==> config.mk <==
export PLATFORM = sky130hd
export DESIGN_NAME = dvic_ctrl
export DESIGN_NICKNAME = d
export VERILOG_FILES = /design/src/dvic_pkg.sv /design/src/dvic_ctrl.sv /design/src/dvic_unit.sv
export SDC_FILE = /design/constraint.sdc
export NUM_CORES = 1
export LEC_CHECK = 0
export ABC_CLOCK_PERIOD_IN_PS = 9800
export BUFFER_PORTS_ARGS = -buffer_cell sky130_fd_sc_hd__buf_2
export CORE_AREA = 2 2 544 546
export DETAILED_ROUTE_END_ITERATION = 8
export DIE_AREA = 0 0 546 548
export HOLD_SLACK_MARGIN = 0.05
export PLACE_DENSITY = 0.31
export REMOVE_ABC_BUFFERS = 1
export SLEW_MARGIN = 25
export SYNTH_ARGS = -nofsm -noshare
export SYNTH_HDL_FRONTEND = slang
export SYNTH_SLANG_ARGS = --single-unit
==> constraint.sdc <==
create_clock -name clock -period 9.8 [get_ports clock]
set_input_delay 2.94 -clock clock [delete_from_list [all_inputs] [get_ports clock]]
set_output_delay 2.94 -clock clock [all_outputs]
set_load 0.03 [all_outputs]
==> src/dvic_pkg.sv <==
// Package with constants for the dual vectored interrupt controller
package dvic_pkg;
	localparam int CHANNELS = 32;
	localparam int UNIT_CHANNELS = 16;
	localparam int CHAN_W = 5;
	localparam int SEL_W = 4;
	localparam int VEC_W = 32;
	localparam logic [CHAN_W-1:0] NO_CHANNEL = 5'h1f;
	localparam logic [VEC_W-1:0] VECTOR_RESET = 32'h0000_0000;
	localparam logic [VEC_W-1:0] VECTOR_READ_INSN_RESET = 32'h0000_0000;
	typedef enum logic [1:0] {
		DVIC_SERVICE_IDLE,
		DVIC_SERVICE_PENDING,
		DVIC_SERVICE_ACTIVE
	} dvic_service_type;
endpackage

==> src/dvic_ctrl.sv <==
// Top of the dual vectored interrupt controller
`timescale 1ns/100ps
// Notes on behaviour
// - 32 channels from primary and secondary units
// - Fast and normal outputs, fast has precedence
// - Any input may route to fast output
// - Normal request is OR of channels
// - Lower channel number wins priority
// - Firmware remaps sources within one unit
// - Primary unit outranks secondary unit always
// - Resolve winner; core reads source and vector
// - Dedicated cache entry holds vector-read instruction
// - Firmware may force request on any channel
module dvic_ctrl #(
	parameter int CHANNELS = dvic_pkg::CHANNELS,
	parameter int VEC_W = dvic_pkg::VEC_W
) (
	// Clock and reset
	input wire logic clock,
	input wire logic reset,
	// Request lines from peripherals, asynchronous levels
	input wire logic [CHANNELS-1:0] req_in,
	// Firmware configuration
	input wire logic [CHANNELS-1:0] soft_req,
	input wire logic [CHANNELS-1:0] chan_enable,
	input wire logic [CHANNELS-1:0] fast_select,
	input wire logic [CHANNELS*dvic_pkg::SEL_W-1:0] channel_source,
	// Vector words per channel and the cached read instruction
	input wire logic [CHANNELS*VEC_W-1:0] vector_table,
	input wire logic [VEC_W-1:0] vector_read_insn,
	// Core side
	input wire logic vector_read,
	// Answer to the core
	output logic fast_request,
	output logic normal_request,
	output logic [dvic_pkg::CHAN_W-1:0] source_id,
	output logic [VEC_W-1:0] vector_addr,
	output logic [VEC_W-1:0] branch_cache_entry,
	output logic in_service
);
	// Channels per unit and width of one remap field
	localparam int U = dvic_pkg::UNIT_CHANNELS;
	localparam int S = dvic_pkg::SEL_W;

	// Synchroniser stages
	logic [CHANNELS-1:0] req_meta_q;
	logic [CHANNELS-1:0] req_sync_q;

	// Results of the two units
	logic [U-1:0] p_active;
	logic [U-1:0] s_active;
	logic p_any;
	logic s_any;
	logic p_fast;
	logic s_fast;
	logic [S-1:0] p_win;
	logic [S-1:0] s_win;

	// Combined next values and service state
	logic vec_any;
	logic [dvic_pkg::CHAN_W-1:0] win_d;
	logic fast_d;
	logic normal_d;
	dvic_pkg::dvic_service_type state_q;

	// Channel number across both units: top bit says which unit
	function automatic logic [dvic_pkg::CHAN_W-1:0] global_channel(input logic in_second,
			input logic [S-1:0] unit_win);
		return {in_second, unit_win};
	endfunction

	// Vector word of one channel, picked out of the flat table
	function automatic logic [VEC_W-1:0] vector_of(input logic [dvic_pkg::CHAN_W-1:0] chan,
			input logic [CHANNELS*VEC_W-1:0] vectors);
		return vectors[chan*VEC_W +: VEC_W];
	endfunction

	// True while an answer is latched for the core
	function automatic logic serving(input dvic_pkg::dvic_service_type st);
		return st == dvic_pkg::DVIC_SERVICE_ACTIVE;
	endfunction

	// Two-stage synchroniser on the raw request pins
	// Only the second stage feeds logic; the first may still be settling
	always_ff @(posedge clock) begin
		if (reset) begin
			req_meta_q <= '0;
			req_sync_q <= '0;
		end else begin
			req_meta_q <= req_in;
			req_sync_q <= req_meta_q;
		end
	end

	// Primary unit, channels 0 to 15
	// Remap fields hold local source numbers, so a remap never crosses units
	dvic_unit #(.N(U), .SEL_W(S)) u_primary (
		.source_req(req_sync_q[U-1:0]),
		.soft_req(soft_req[U-1:0]),
		.enable(chan_enable[U-1:0]),
		.fast_select(fast_select[U-1:0]),
		.channel_source(channel_source[U*S-1:0]),
		.chan_active(p_active),
		.any_active(p_any),
		.winner(p_win),
		.fast_any(p_fast)
	);

	// Secondary unit, channels 16 to 31, daisy-chained below the primary
	dvic_unit #(.N(U), .SEL_W(S)) u_secondary (
		.source_req(req_sync_q[CHANNELS-1:U]),
		.soft_req(soft_req[CHANNELS-1:U]),
		.enable(chan_enable[CHANNELS-1:U]),
		.fast_select(fast_select[CHANNELS-1:U]),
		.channel_source(channel_source[CHANNELS*S-1:U*S]),
		.chan_active(s_active),
		.any_active(s_any),
		.winner(s_win),
		.fast_any(s_fast)
	);

	// Any vectored channel in either unit; fast-routed channels are already left out
	assign vec_any = p_any | s_any;

	// Combined winner: primary always beats secondary
	// The secondary is looked at only while the primary is quiet, as in a daisy chain
	always_comb begin
		win_d = dvic_pkg::NO_CHANNEL;
		if (p_any) begin
			win_d = global_channel(1'b0, p_win);
		end else if (s_any) begin
			win_d = global_channel(1'b1, s_win);
		end
	end

	// Fast outranks normal; a pending fast request holds off the normal line
	// Masking normal delays vectored service but the core never sees both at once
	assign fast_d = p_fast | s_fast;
	assign normal_d = vec_any & ~fast_d;

	// Output requests follow the sampled levels, dropping once idle
	// Both start low after reset so the core sees no false request
	always_ff @(posedge clock) begin
		if (reset) begin
			fast_request <= 1'b0;
			normal_request <= 1'b0;
		end else begin
			fast_request <= fast_d;
			normal_request <= normal_d;
		end
	end

	// Source registered with the winner; frozen while the core reads
	// A later, higher request waits until service ends, so the answer stays consistent
	always_ff @(posedge clock) begin
		if (reset) begin
			source_id <= dvic_pkg::NO_CHANNEL;
		end else if (!serving(state_q)) begin
			source_id <= win_d;
		end
	end

	// Vector of the same winner, zero when nothing is pending
	always_ff @(posedge clock) begin
		if (reset) begin
			vector_addr <= dvic_pkg::VECTOR_RESET;
		end else if (!serving(state_q)) begin
			vector_addr <= vec_any ? vector_of(win_d, vector_table) : dvic_pkg::VECTOR_RESET;
		end
	end

	// Service tracking: a vector read latches the answer until no vectored channel in either unit is active
	// A read outside the pending state is ignored
	always_ff @(posedge clock) begin
		if (reset) begin
			state_q <= dvic_pkg::DVIC_SERVICE_IDLE;
		end else begin
			unique case (state_q)
				dvic_pkg::DVIC_SERVICE_IDLE: begin
					// Wait for the core once the normal line goes up
					if (normal_d) begin
						state_q <= dvic_pkg::DVIC_SERVICE_PENDING;
					end
				end
				dvic_pkg::DVIC_SERVICE_PENDING: begin
					if (vector_read) begin
						state_q <= dvic_pkg::DVIC_SERVICE_ACTIVE;
					end else if (!normal_d) begin
						// Withdrawn before the core read it: nothing to latch
						state_q <= dvic_pkg::DVIC_SERVICE_IDLE;
					end
				end
				dvic_pkg::DVIC_SERVICE_ACTIVE: begin
					// Released once no vectored channel in either unit is asserting
					if (!vec_any) begin
						state_q <= dvic_pkg::DVIC_SERVICE_IDLE;
					end
				end
				default: begin
					// Unused code: fall back to idle rather than lock up
					state_q <= dvic_pkg::DVIC_SERVICE_IDLE;
				end
			endcase
		end
	end

	// Service flag for the core, a cycle behind the state so it comes from a flip-flop
	always_ff @(posedge clock) begin
		if (reset) begin
			in_service <= 1'b0;
		end else begin
			in_service <= serving(state_q);
		end
	end

	// Dedicated cache entry keeps the vector-read instruction ready at all times
	// Loaded every cycle, so a new instruction word shows one cycle later
	always_ff @(posedge clock) begin
		if (reset) begin
			branch_cache_entry <= dvic_pkg::VECTOR_READ_INSN_RESET;
		end else begin
			branch_cache_entry <= vector_read_insn;
		end
	end
endmodule

==> src/dvic_unit.sv <==
// One sixteen-channel vectored unit: source remap, software force, priority search
`timescale 1ns/100ps
module dvic_unit #(
	parameter int N = 16,
	parameter int SEL_W = 4
) (
	// Requests
	input wire logic [N-1:0] source_req,
	input wire logic [N-1:0] soft_req,
	input wire logic [N-1:0] enable,
	input wire logic [N-1:0] fast_select,
	// Channel to source mapping, one field per channel
	input wire logic [N*SEL_W-1:0] channel_source,
	// Results
	output logic [N-1:0] chan_active,
	output logic any_active,
	output logic [SEL_W-1:0] winner,
	output logic fast_any
);
	logic [N-1:0] forced;

	// Software force is ORed in like a hardware source, but without the two synchroniser stages
	assign forced = source_req | soft_req;

	// Each hardware channel picks its source through the remap field
	genvar g;
	generate
		for (g = 0; g < N; g++) begin : g_chan
			logic [SEL_W-1:0] sel;
			assign sel = channel_source[g*SEL_W +: SEL_W];
			assign chan_active[g] = forced[sel] & enable[g] & ~fast_select[g];
		end
	endgenerate

	// Fast path takes any fast-selected source, enable not applied, no priority needed
	assign fast_any = |(forced & fast_select);

	assign any_active = |chan_active;

	// Lowest channel number wins
	always_comb begin
		winner = '0;
		for (int i = N - 1; i >= 0; i--) begin
			if (chan_active[i]) begin
				winner = SEL_W'(i);
			end
		end
	end
endmodule

==> results of run 1 <==
how the worst min path moves through the flow:
stage	end	depth (start not counted)	start	slack, ps
detailed placement	req_sync_q[22]	1	req_meta_q[22]	420
CTS	req_sync_q[6]	1	req_meta_q[6]	380
global route	req_sync_q[6]	1	req_meta_q[6]	390
floorplan	req_sync_q[0]	1	req_meta_q[0]	410
global placement	req_sync_q[22]	1	req_meta_q[22]	420
finish	req_sync_q[6]	1	req_meta_q[6]	390
per-layer routing:
layer	GRT usage	vias to the layer above	share of wire	wire [um]
met5	0	-	0.0020	483
li1	-	12000	-	-
met2	0.260	1700	0.48	113000
met4	0.0492	76	0.038	9020
met3	0.0392	376	0.080	18900
met1	0.179	13500	0.40	94400
cell families (layout without fill, tap and decap cells):
family | after synthesis | count (layout) | share of synthesized area
and+or+nand+nor | 1081 | 1081 | 0.277
buffers and inverters | 264 | 1552 | 0.0628
AOI/OAI and AO/OA | 583 | 583 | 0.235
DFF | 138 | 138 | 0.145
muxes | 403 | 403 | 0.281
other | 0 | 76 | 0
synth_stat cells, types with 10 or more instances:
cell,count
buf_4,16
or2_2,21
a211oi_1,11
inv_1,24
nor3_1,61
a221o_1,31
nand3_1,227
and3_1,35
nor2b_1,116
o221a_1,31
buf_2,47
o21ai_0,125
a32oi_1,30
a22oi_1,13
a311o_1,39
clkbuf_1,152
mux4_2,96
o2111ai_1,42
nand2b_1,24
a21oi_1,49
buf_1,13
a2111oi_0,30
mux2_1,28
dfxtp_1,138
a21boi_0,61
nor2_1,68
a22o_1,34
mux2_2,82
nor3b_1,33
a211o_1,10
o211ai_1,18
mux2i_1,197
buf_6,12
nand2_1,437
metrics by stage:
stage | cell area [sq um] | setup TNS [ps] | worst slack, ps | hold slack, ps | utilization
floorplan | 18000 | -52540 | -2090 | 414 | -
global placement | 31000 | -2750 | -695 | 421 | 0.106
detailed placement | 31000 | 0 | 480 | 420 | 0.106
CTS | 31700 | 0 | 1170 | 377 | 0.108
global route | 31700 | 0 | 1060 | 389 | 0.108
finish | 31900 | 0 | 1150 | 394 | 0.109
flip-flops by register name, summed over array words and instances (netlist names):
register / flops
normal_request: 1
fast_request: 1
vector_addr: 32
req_meta_q: 32
in_service: 1
req_sync_q: 32
state_q: 2
branch_cache_entry: 32
source_id: 5
layout make-up:
cell class,count,area [sq um],area share
Antenna cell,76,190,0.00597
Clock buffer,29,596,0.0187
Clock inverter,4,36.3,0.00114
Inverter,24,90.1,0.00283
Multi-Input combinational cell,2067,15300,0.482
Sequential cell,138,2760,0.0867
Tap cell,3919,4900,0.154
Timing Repair Buffer,1495,7940,0.249
power breakdown:
group / total, W / switching, W / leakage [nW] / internal [W]
sequential: 0.000728 / 0.0000991 / 1.14 / 0.000629
combinational: 0.00288 / 0.00188 / 11.9 / 0.00100
clock: 0.000867 / 0.000436 / 0.308 / 0.000431
==> impl_metrics.csv, run 1 <==
group,metric,value,unit
finish,final_cells,7752,
critical_path,reg2regPathDepth,15,
critical_path,arrival,9040,ps
power_and_ir_drop,irDropWorstVdd,0.0912,mV
critical_path,critical_path_depth,16,
synthesis,async_flop_share,0,
sta,slew_headroom,0.272,
finish,nets,5062,
sta,grt_setup_unrepaired,"false",
synthesis,synth_cell_type_count,75,
finish,area_delta_synth_final,66.7,%
sta,clock_skew,51.0,ps
grt,overflow,0,
finish,layout_common_cells,"1388 x buf_2, 433 x nand2_1, 226 x nand3_1, 197 x mux2i_1, 138 x dfxtp_1",
place,place_inst,7643,
critical_path,path_buf_inv,3,
place,io_buffers,1386,
clock_tree,cts-buffers-inserted,21,
power_and_ir_drop,p_leak,13.4,nW
critical_path,r2r_start,"req_sync_q[12]",
grt,grt_max_degree,96,
die,num_rows,199,
synthesis,ys_warn_count,0,
finish,drive_gt1_frac,0.471,
clock_tree,clkSlewWorstSetupHoldPaths,120,ps
clock_tree,insertion_delay,590,ps
die,die_w,546,um
critical_path,end_kind,"flip-flop",
finish,final_common_cell,"buf_2",
outcome,status,"finished clean",
routing,wl_per_cell,30.4,um
sta,hold_violations,0,
synthesis,synth_seq_area_share,0.145,
critical_path,critPathKind,"input port to flip-flop",
worst_hold_path,hp-class,"flip-flop to flip-flop",
clock_tree,post_cts_resized,0,
grt,grt_pass1_vias,27900,
critical_path,crit_end,"vector_addr[23]",
critical_path,critPathMaxFanout,66,
critical_path,slowest_delay,830,ps
clock_tree,cts_tree,"yes",
clock_tree,clkSinkCount,138,
die,core,0.293,sq mm
sta,fin_crit,8650,ps
clock_tree,root_buffer,"clkbuf_16",
sta,finalSetupViolations,0,
grt,grtUsageTotal,0.150,
clock_tree,cts_hold_buf,0,
power_and_ir_drop,finalPower,0.00448,W
finish,num-fill-cells,34500,
critical_path,cpMaxStageDelayCell,"a2111oi_1",
critical_path,crit_required,10190,ps
critical_path,start_kind,"input port",
synthesis,synth_top_area_share,0.145,
synthesis,yosys-top-cells-area,"dfxtp_1 14%, mux4_2 11%, mux2i_1 10%",
grt,antenna_found_initial,196,
power_and_ir_drop,power_density,140,mW/mm^2
die,io_pins,1387,
die,die-area,0.299,sq mm
routing,dr.pass1.iters,6,
routing,drt_iter0_drc,2368,
critical_path,r2r_end,"vector_addr[23]",
routing,drc_errors,0,
place,post-dp-hpwl,200000,um
die,die_h,548,um
synthesis,syn_area,0.0191,sq mm
clock_tree,clockBufferDepth,3,
routing,num_vias,27600,
synthesis,synth_edf_count,0,
sta,slew_violations,0,
synthesis,yosys.area.top_type,"dfxtp_1",
critical_path,startpoint,"soft_req[12]",
grt,grt_pass1_wl,295000,um
critical_path,r2r_slack,3270,ps
clock_tree,cts_setup_buffers,0,
flow_run,drv_cap,0,
clock_tree,htreeDepth,4,
synthesis,syn_inst,2469,
routing,vias_per_cell,3.56,
die,start_util,0.0652,
sta,tightest_slew,1080,ps
synthesis,synth_seq_cells,138,
sta,timing.fmax,116,MHz
routing,wirelength,236000,um
routing,final_antenna_net_count,0,
critical_path,path_cells,"buf_2 > nor2_1 > mux4_2 > mux2i_1 > mux2i_1 > a2bb2o_1 > or2_2 > or3_1 > and3_4 > nor2_8 > buf_12 > buf_12 > mux2_2 > a22o_1 > a2111oi_1 > nand3_1",
synthesis,synth.avg_cell_area,7.74,sq um
synthesis,synth_flop_cell,"dfxtp_1",
place,gp_congestion,0.930,
critical_path,critical-path-top-delay-family,"simple AND/OR/NAND/NOR gates",
sta,finalCritPeriodShare,0.883,
Power figures use the tool's default switching activity.
==> run 2: changes to the inputs <==
ABC_CLOCK_PERIOD_IN_PS = 7200   (was 9800)
BUFFER_PORTS_ARGS = unset   (was -buffer_cell sky130_fd_sc_hd__buf_2)
CORE_AREA = 2 2 532 534   (was 2 2 544 546)
DIE_AREA = 0 0 534 536   (was 0 0 546 548)
DONT_BUFFER_PORTS = 1   (was unset)
PLACE_DENSITY = 0.3   (was 0.31)
clock period = 7.2 ns   (was 9.8 ns; I/O delays follow)
==> run 2 against run 1 <==
  * Utilization shrank 1.4 points
  * Register-to-register slack got worse by 1900 ps
  * Clock-buffer cell count fell by 3
  * Clock power up 30%
  * Critical endpoint is now vector_addr[18]
  * Largest power group unchanged
  * Highest routed layer unchanged
==> impl_metrics.csv, run 2 (synthesized netlist as in run 1, its figures left out) <==
group,metric,value,unit
grt,antenna_found_initial,163,
critical_path,arrival,7310,ps
power_and_ir_drop,irDropWorstVdd,0.216,mV
finish,seq_area,0.00276,sq mm
power_and_ir_drop,power_density,225,mW/mm^2
finish,fin_util,0.0951,
grt,grtUsageTotal,0.152,
sta,tns,0,ps
sta,finalSetupViolations,0,
sta,hold_violations,0,
finish,nets,3873,
clock_tree,insertion_delay,600,ps
finish,area_delta_synth_final,39.8,%
grt,grt_pass1_vias,23300,
grt,grt_max_degree,103,
routing,vias_per_cell,3.72,
place,preCtsSetupSlack,-542,ps
routing,wl_per_cell,35.7,um
die,die_h,536,um
sta,clock_skew,57.2,ps
clock_tree,cts_hold_buf,0,
clock_tree,root_buffer,"clkbuf_16",
sta,fin_crit,6870,ps
die,core,0.281,sq mm
sta,grt_setup_unrepaired,"false",
flow_run,drv_cap,0,
sta,tightest_slew,1090,ps
clock_tree,cts_setup_buffers,0,
critical_path,critPathMaxFanout,19,
die,die_w,534,um
routing,drt_iter0_drc,2108,
place,placed_cell_area,0.0258,sq mm
critical_path,r2r_slack,1360,ps
routing,final_antenna_net_count,0,
clock_tree,post_cts_resized,0,
clock_tree,cts-buffers-inserted,21,
sta,finalCritPeriodShare,0.954,
grt,overflow,0,
die,num_rows,195,
sta,slew_headroom,0.269,
finish,layout_common_cells,"433 x nand2_1, 250 x buf_4, 226 x nand3_1, 197 x mux2i_1, 138 x dfxtp_1",
place,gp_congestion,0.933,
power_and_ir_drop,p_leak,8.97,nW
die,die-area,0.286,sq mm
sta,timing.fmax,146,MHz
sta,slew_violations,0,
critical_path,crit_required,7640,ps
routing,wirelength,229000,um
clock_tree,clockBufferDepth,3,
die,io_pins,1387,
finish,num-fill-cells,32800,
outcome,status,"finished clean",
worst_hold_path,hp-class,"flip-flop to flip-flop",
finish,final_area,0.0267,sq mm
die,start_util,0.0681,
clock_tree,clkSinkCount,138,
critical_path,end_kind,"flip-flop",
place,io_buffers,0,
clock_tree,clkSlewWorstSetupHoldPaths,80,ps
finish,multiInputGateArea,0.0153,sq mm
routing,num_vias,23900,
clock_tree,htreeDepth,4,
critical_path,critPathKind,"input port to flip-flop",
finish,final_common_cell,"nand2_1",
routing,drc_errors,0,
critical_path,start_kind,"input port",
power_and_ir_drop,finalPower,0.00602,W
sta,postLayoutSetupSlackWorst,328,ps
grt,grt_pass1_wl,277000,um
place,post-dp-hpwl,198000,um
finish,drive_gt1_frac,0.225,
clock_tree,cts_tree,"yes",
routing,dr.pass1.iters,5,
run 2: critical path: stages:
cell      delay, ps
nor2_1           50
buf_12          160
mux4_2          450
mux4_2          480
nor3b_1         540
nor3_1           80
or4_1           410
a211o_1         360
nor3b_4         230
buf_4           180
buf_12          150
buf_4           250
o21ai_0         220
nand3_1         100
a21boi_0        620
buf_4           310
o221a_1         320
nand3_1         100
run 2: final cells by class:
cell class,count,area share
clock inverter,7,0.00159
antenna,105,0.00984
timing repair buffer,306,0.112
clock buffer,26,0.0211
multi-input combinational,2067,0.573
sequential,138,0.103
tap,3743,0.175
inverter,24,0.00337
run 2: path summary, 6_finish.rpt:
| path | to | cells past startpoint | startpoint |
|---|---|---|---|
| max reg2reg | vector_addr[7] | 17 | req_sync_q[4] |
| max | vector_addr[18] | 18 | soft_req[21] |
| min | req_sync_q[14] | 1 | req_meta_q[14] |
| min reg2reg | req_sync_q[14] | 1 | req_meta_q[14] |
run 2: power by group:
part / internal, W / switching, W / leakage [nW]
registers: 0.000856 / 0.000271 / 1.14
clock network: 0.000560 / 0.000574 / 0.305
logic: 0.00144 / 0.00232 / 7.52
run 2: per-layer routing:
layer / vias to the layer above / share of wire / global-route usage
met3: 520 / 0.12 / 0.0694
met4: 104 / 0.058 / 0.0780
li1: 9681 / - / -
met5: - / 0.0031 / 0.000666
met2: 1924 / 0.46 / 0.246
met1: 11600 / 0.36 / 0.165
run 2: stage by stage:
stage,instances,hold WS [ps]
floorplan,2229,414
global placement,6278,418
detailed placement,6278,423
CTS,6311,437
global route,6362,455
finish,6416,435
==> run 3: changes to the inputs <==
CELL_PAD_IN_SITES_DETAIL_PLACEMENT = 0   (was unset)
CELL_PAD_IN_SITES_GLOBAL_PLACEMENT = 1   (was unset)
CORE_AREA = 2 2 534 536   (was 2 2 532 534)
DIE_AREA = 0 0 536 538   (was 0 0 534 536)
PLACE_DENSITY = 0.31   (was 0.3)
==> run 3 against run 2 <==
  * Final cell count down 0.59%
  * Via count down 4.3%
  * Utilization down 0.13 points
  * Maximum frequency down 2.1%
  * Sequential share of layout area up 0.058 points
  * Die area up 0.75%
  * Register-to-register slack worse by 300 ps
  * Non-clock buffer count down 35
  * Sequential power up 4%
  * First-iteration DRC count down 27%
  * Wire length down 5.4%
  * Clock power up 7%
  * Critical path type unchanged
  * Critical endpoint is now vector_addr[27]
  * Largest power group unchanged
==> impl_metrics.csv, run 3 (synthesized netlist as in run 1, its figures left out) <==
group,metric,value,unit
finish,num-fill-cells,33200,
grt,grtUsageTotal,0.143,
die,die_h,538,um
power_and_ir_drop,irDropWorstVdd,0.185,mV
routing,routed-wl-met2,103000,um
die,start_util,0.0675,
flow_run,drv_cap,0,
finish,layout_common_cells,"433 x nand2_1, 226 x nand3_1, 209 x buf_4, 197 x mux2i_1, 138 x dfxtp_1",
grt,grt_pass1_vias,23000,
die,io_pins,1387,
grt,grt_pass1_wl,265000,um
place,io_buffers,0,
power_and_ir_drop,p_leak,8.86,nW
clock_tree,root_buffer,"clkbuf_16",
sta,slew_violations,0,
critical_path,cpMostUsedCell,"buf_4",
sta,timing.fmax,143,MHz
power_and_ir_drop,combinationalPowerShare,0.600,
critical_path,critPathMaxFanout,20,
die,die_w,536,um
routing,drc_errors,0,
finish,area_delta_synth_final,39.0,%
critical_path,end_kind,"flip-flop",
critical_path,start_kind,"input port",
place,place_inst,6262,
sta,finalSetupViolations,0,
grt,overflow,0,
grt,grt_max_degree,103,
sta,holdWs,426,ps
routing,wl_met1,85200,um
worst_hold_path,hp-class,"flip-flop to flip-flop",
routing,final_antenna_net_count,0,
critical_path,crit_required,7670,ps
routing,vias_per_cell,3.58,
sta,grt_setup_unrepaired,"false",
place,gp_congestion,0.894,
finish,fin_util,0.0938,
critical_path,critPathKind,"input port to flip-flop",
clock_tree,cts_tree,"yes",
clock_tree,post_cts_resized,3,
sta,finalCritPeriodShare,0.975,
critical_path,arrival,7480,ps
die,die-area,0.288,sq mm
sta,fin_crit,7020,ps
power_and_ir_drop,power_density,224,mW/mm^2
clock_tree,insertion_delay,590,ps
die,core,0.283,sq mm
grt,antenna_found_initial,154,
clock_tree,clkSinkCount,138,
routing,wl_met3,17700,um
clock_tree,clockBufferDepth,3,
place,post-dp-hpwl,185000,um
critical_path,slowest_delay,720,ps
power_and_ir_drop,intPower,0.00288,W
sta,tns,0,ps
power_and_ir_drop,pwr-share-clk,0.204,
finish,drive_gt1_frac,0.216,
clock_tree,cts-buffers-inserted,21,
routing,drt_iter0_drc,1531,
routing,dr.pass1.iters,5,
power_and_ir_drop,power.switching,0.00307,W
die,num_rows,196,
finish,final_common_cell,"nand2_1",
outcome,status,"finished clean",
critical_path,path_cells,"nor2_1 > mux4_2 > mux4_2 > nor3b_1 > nor3_1 > or4_1 > a211o_1 > nor3b_4 > nor2_8 > buf_12 > buf_4 > buf_4 > mux2_1 > a22o_1 > a2111oi_2 > buf_4 > nand3_1",
critical_path,cpMaxStageDelayCell,"nor3b_1",
power_and_ir_drop,power_frac_seq,0.196,
finish,nets,3838,
sta,slew_headroom,0.326,
sta,hold_violations,0,
routing,wirelength,217000,um
finish,final_cells,6378,
power_and_ir_drop,p_sw_frac,0.517,
sta,tightest_slew,1010,ps
clock_tree,htreeDepth,4,
clock_tree,cts_setup_buffers,0,
clock_tree,clkSlewWorstSetupHoldPaths,100,ps
sta,clock_skew,37.6,ps
routing,wl_per_cell,34.0,um
routing,num_vias,22800,
routing,dr.max_layer_used,"met5",
clock_tree,cts_hold_buf,0,
## run 3: area by class of cell
type	count	area, sq um	area share
multi-input combinational	2067	15300	0.578
tap	3762	4710	0.177
timing repair buffer	271	2800	0.105
sequential	138	2760	0.104
clock buffer	25	541	0.0203
antenna	83	208	0.00782
clock inverter	8	103	0.00386
inverter	24	90.1	0.00339
## run 3: power by group through the flow
| stage | sequential (W) | combinational [W] | clock [W] |
|---|---|---|---|
| final | 0.00117 | 0.00357 | 0.00121 |
| after global routing | 0.00117 | 0.00383 | 0.00132 |
| after CTS | 0.00117 | 0.00368 | 0.00132 |
| after detailed placement | 0.00119 | 0.00367 | 0 |
| after global placement | 0.00119 | 0.00367 | 0 |
| after floorplan | 0.00106 | 0.00186 | 0 |
## run 3: final timing paths
check / start / to / slack (ps) / cells past startpoint
max reg2reg: req_sync_q[20] / vector_addr[27] / 1060 / 17
min reg2reg: req_meta_q[31] / req_sync_q[31] / 430 / 1
max: soft_req[20] / vector_addr[27] / 180 / 17
min: req_meta_q[31] / req_sync_q[31] / 430 / 1
## run 3: critical path, delay by kind of cell
kind,cells,cell delay (ps)
simple gates,7,1870
mux,3,1310
compound gates,3,1240
buf+inv,4,770
## run 3: metrics by stage
stage / setup slack, ps / total power, W / cell area, sq um
after floorplan: -3910 / 0.00292 / 18000
after global placement: -1230 / 0.00487 / 25700
after detailed placement: -870 / 0.00486 / 25700
after CTS: 26.4 / 0.00618 / 26400
after global routing: 33.4 / 0.00632 / 26500
final: 183 / 0.00595 / 26600
## run 3: per-layer routing
metal,vias up,track usage
met4,42,0.0665
li1,9587,-
met2,1566,0.240
met1,11300,0.163
met5,-,0
met3,329,0.0461
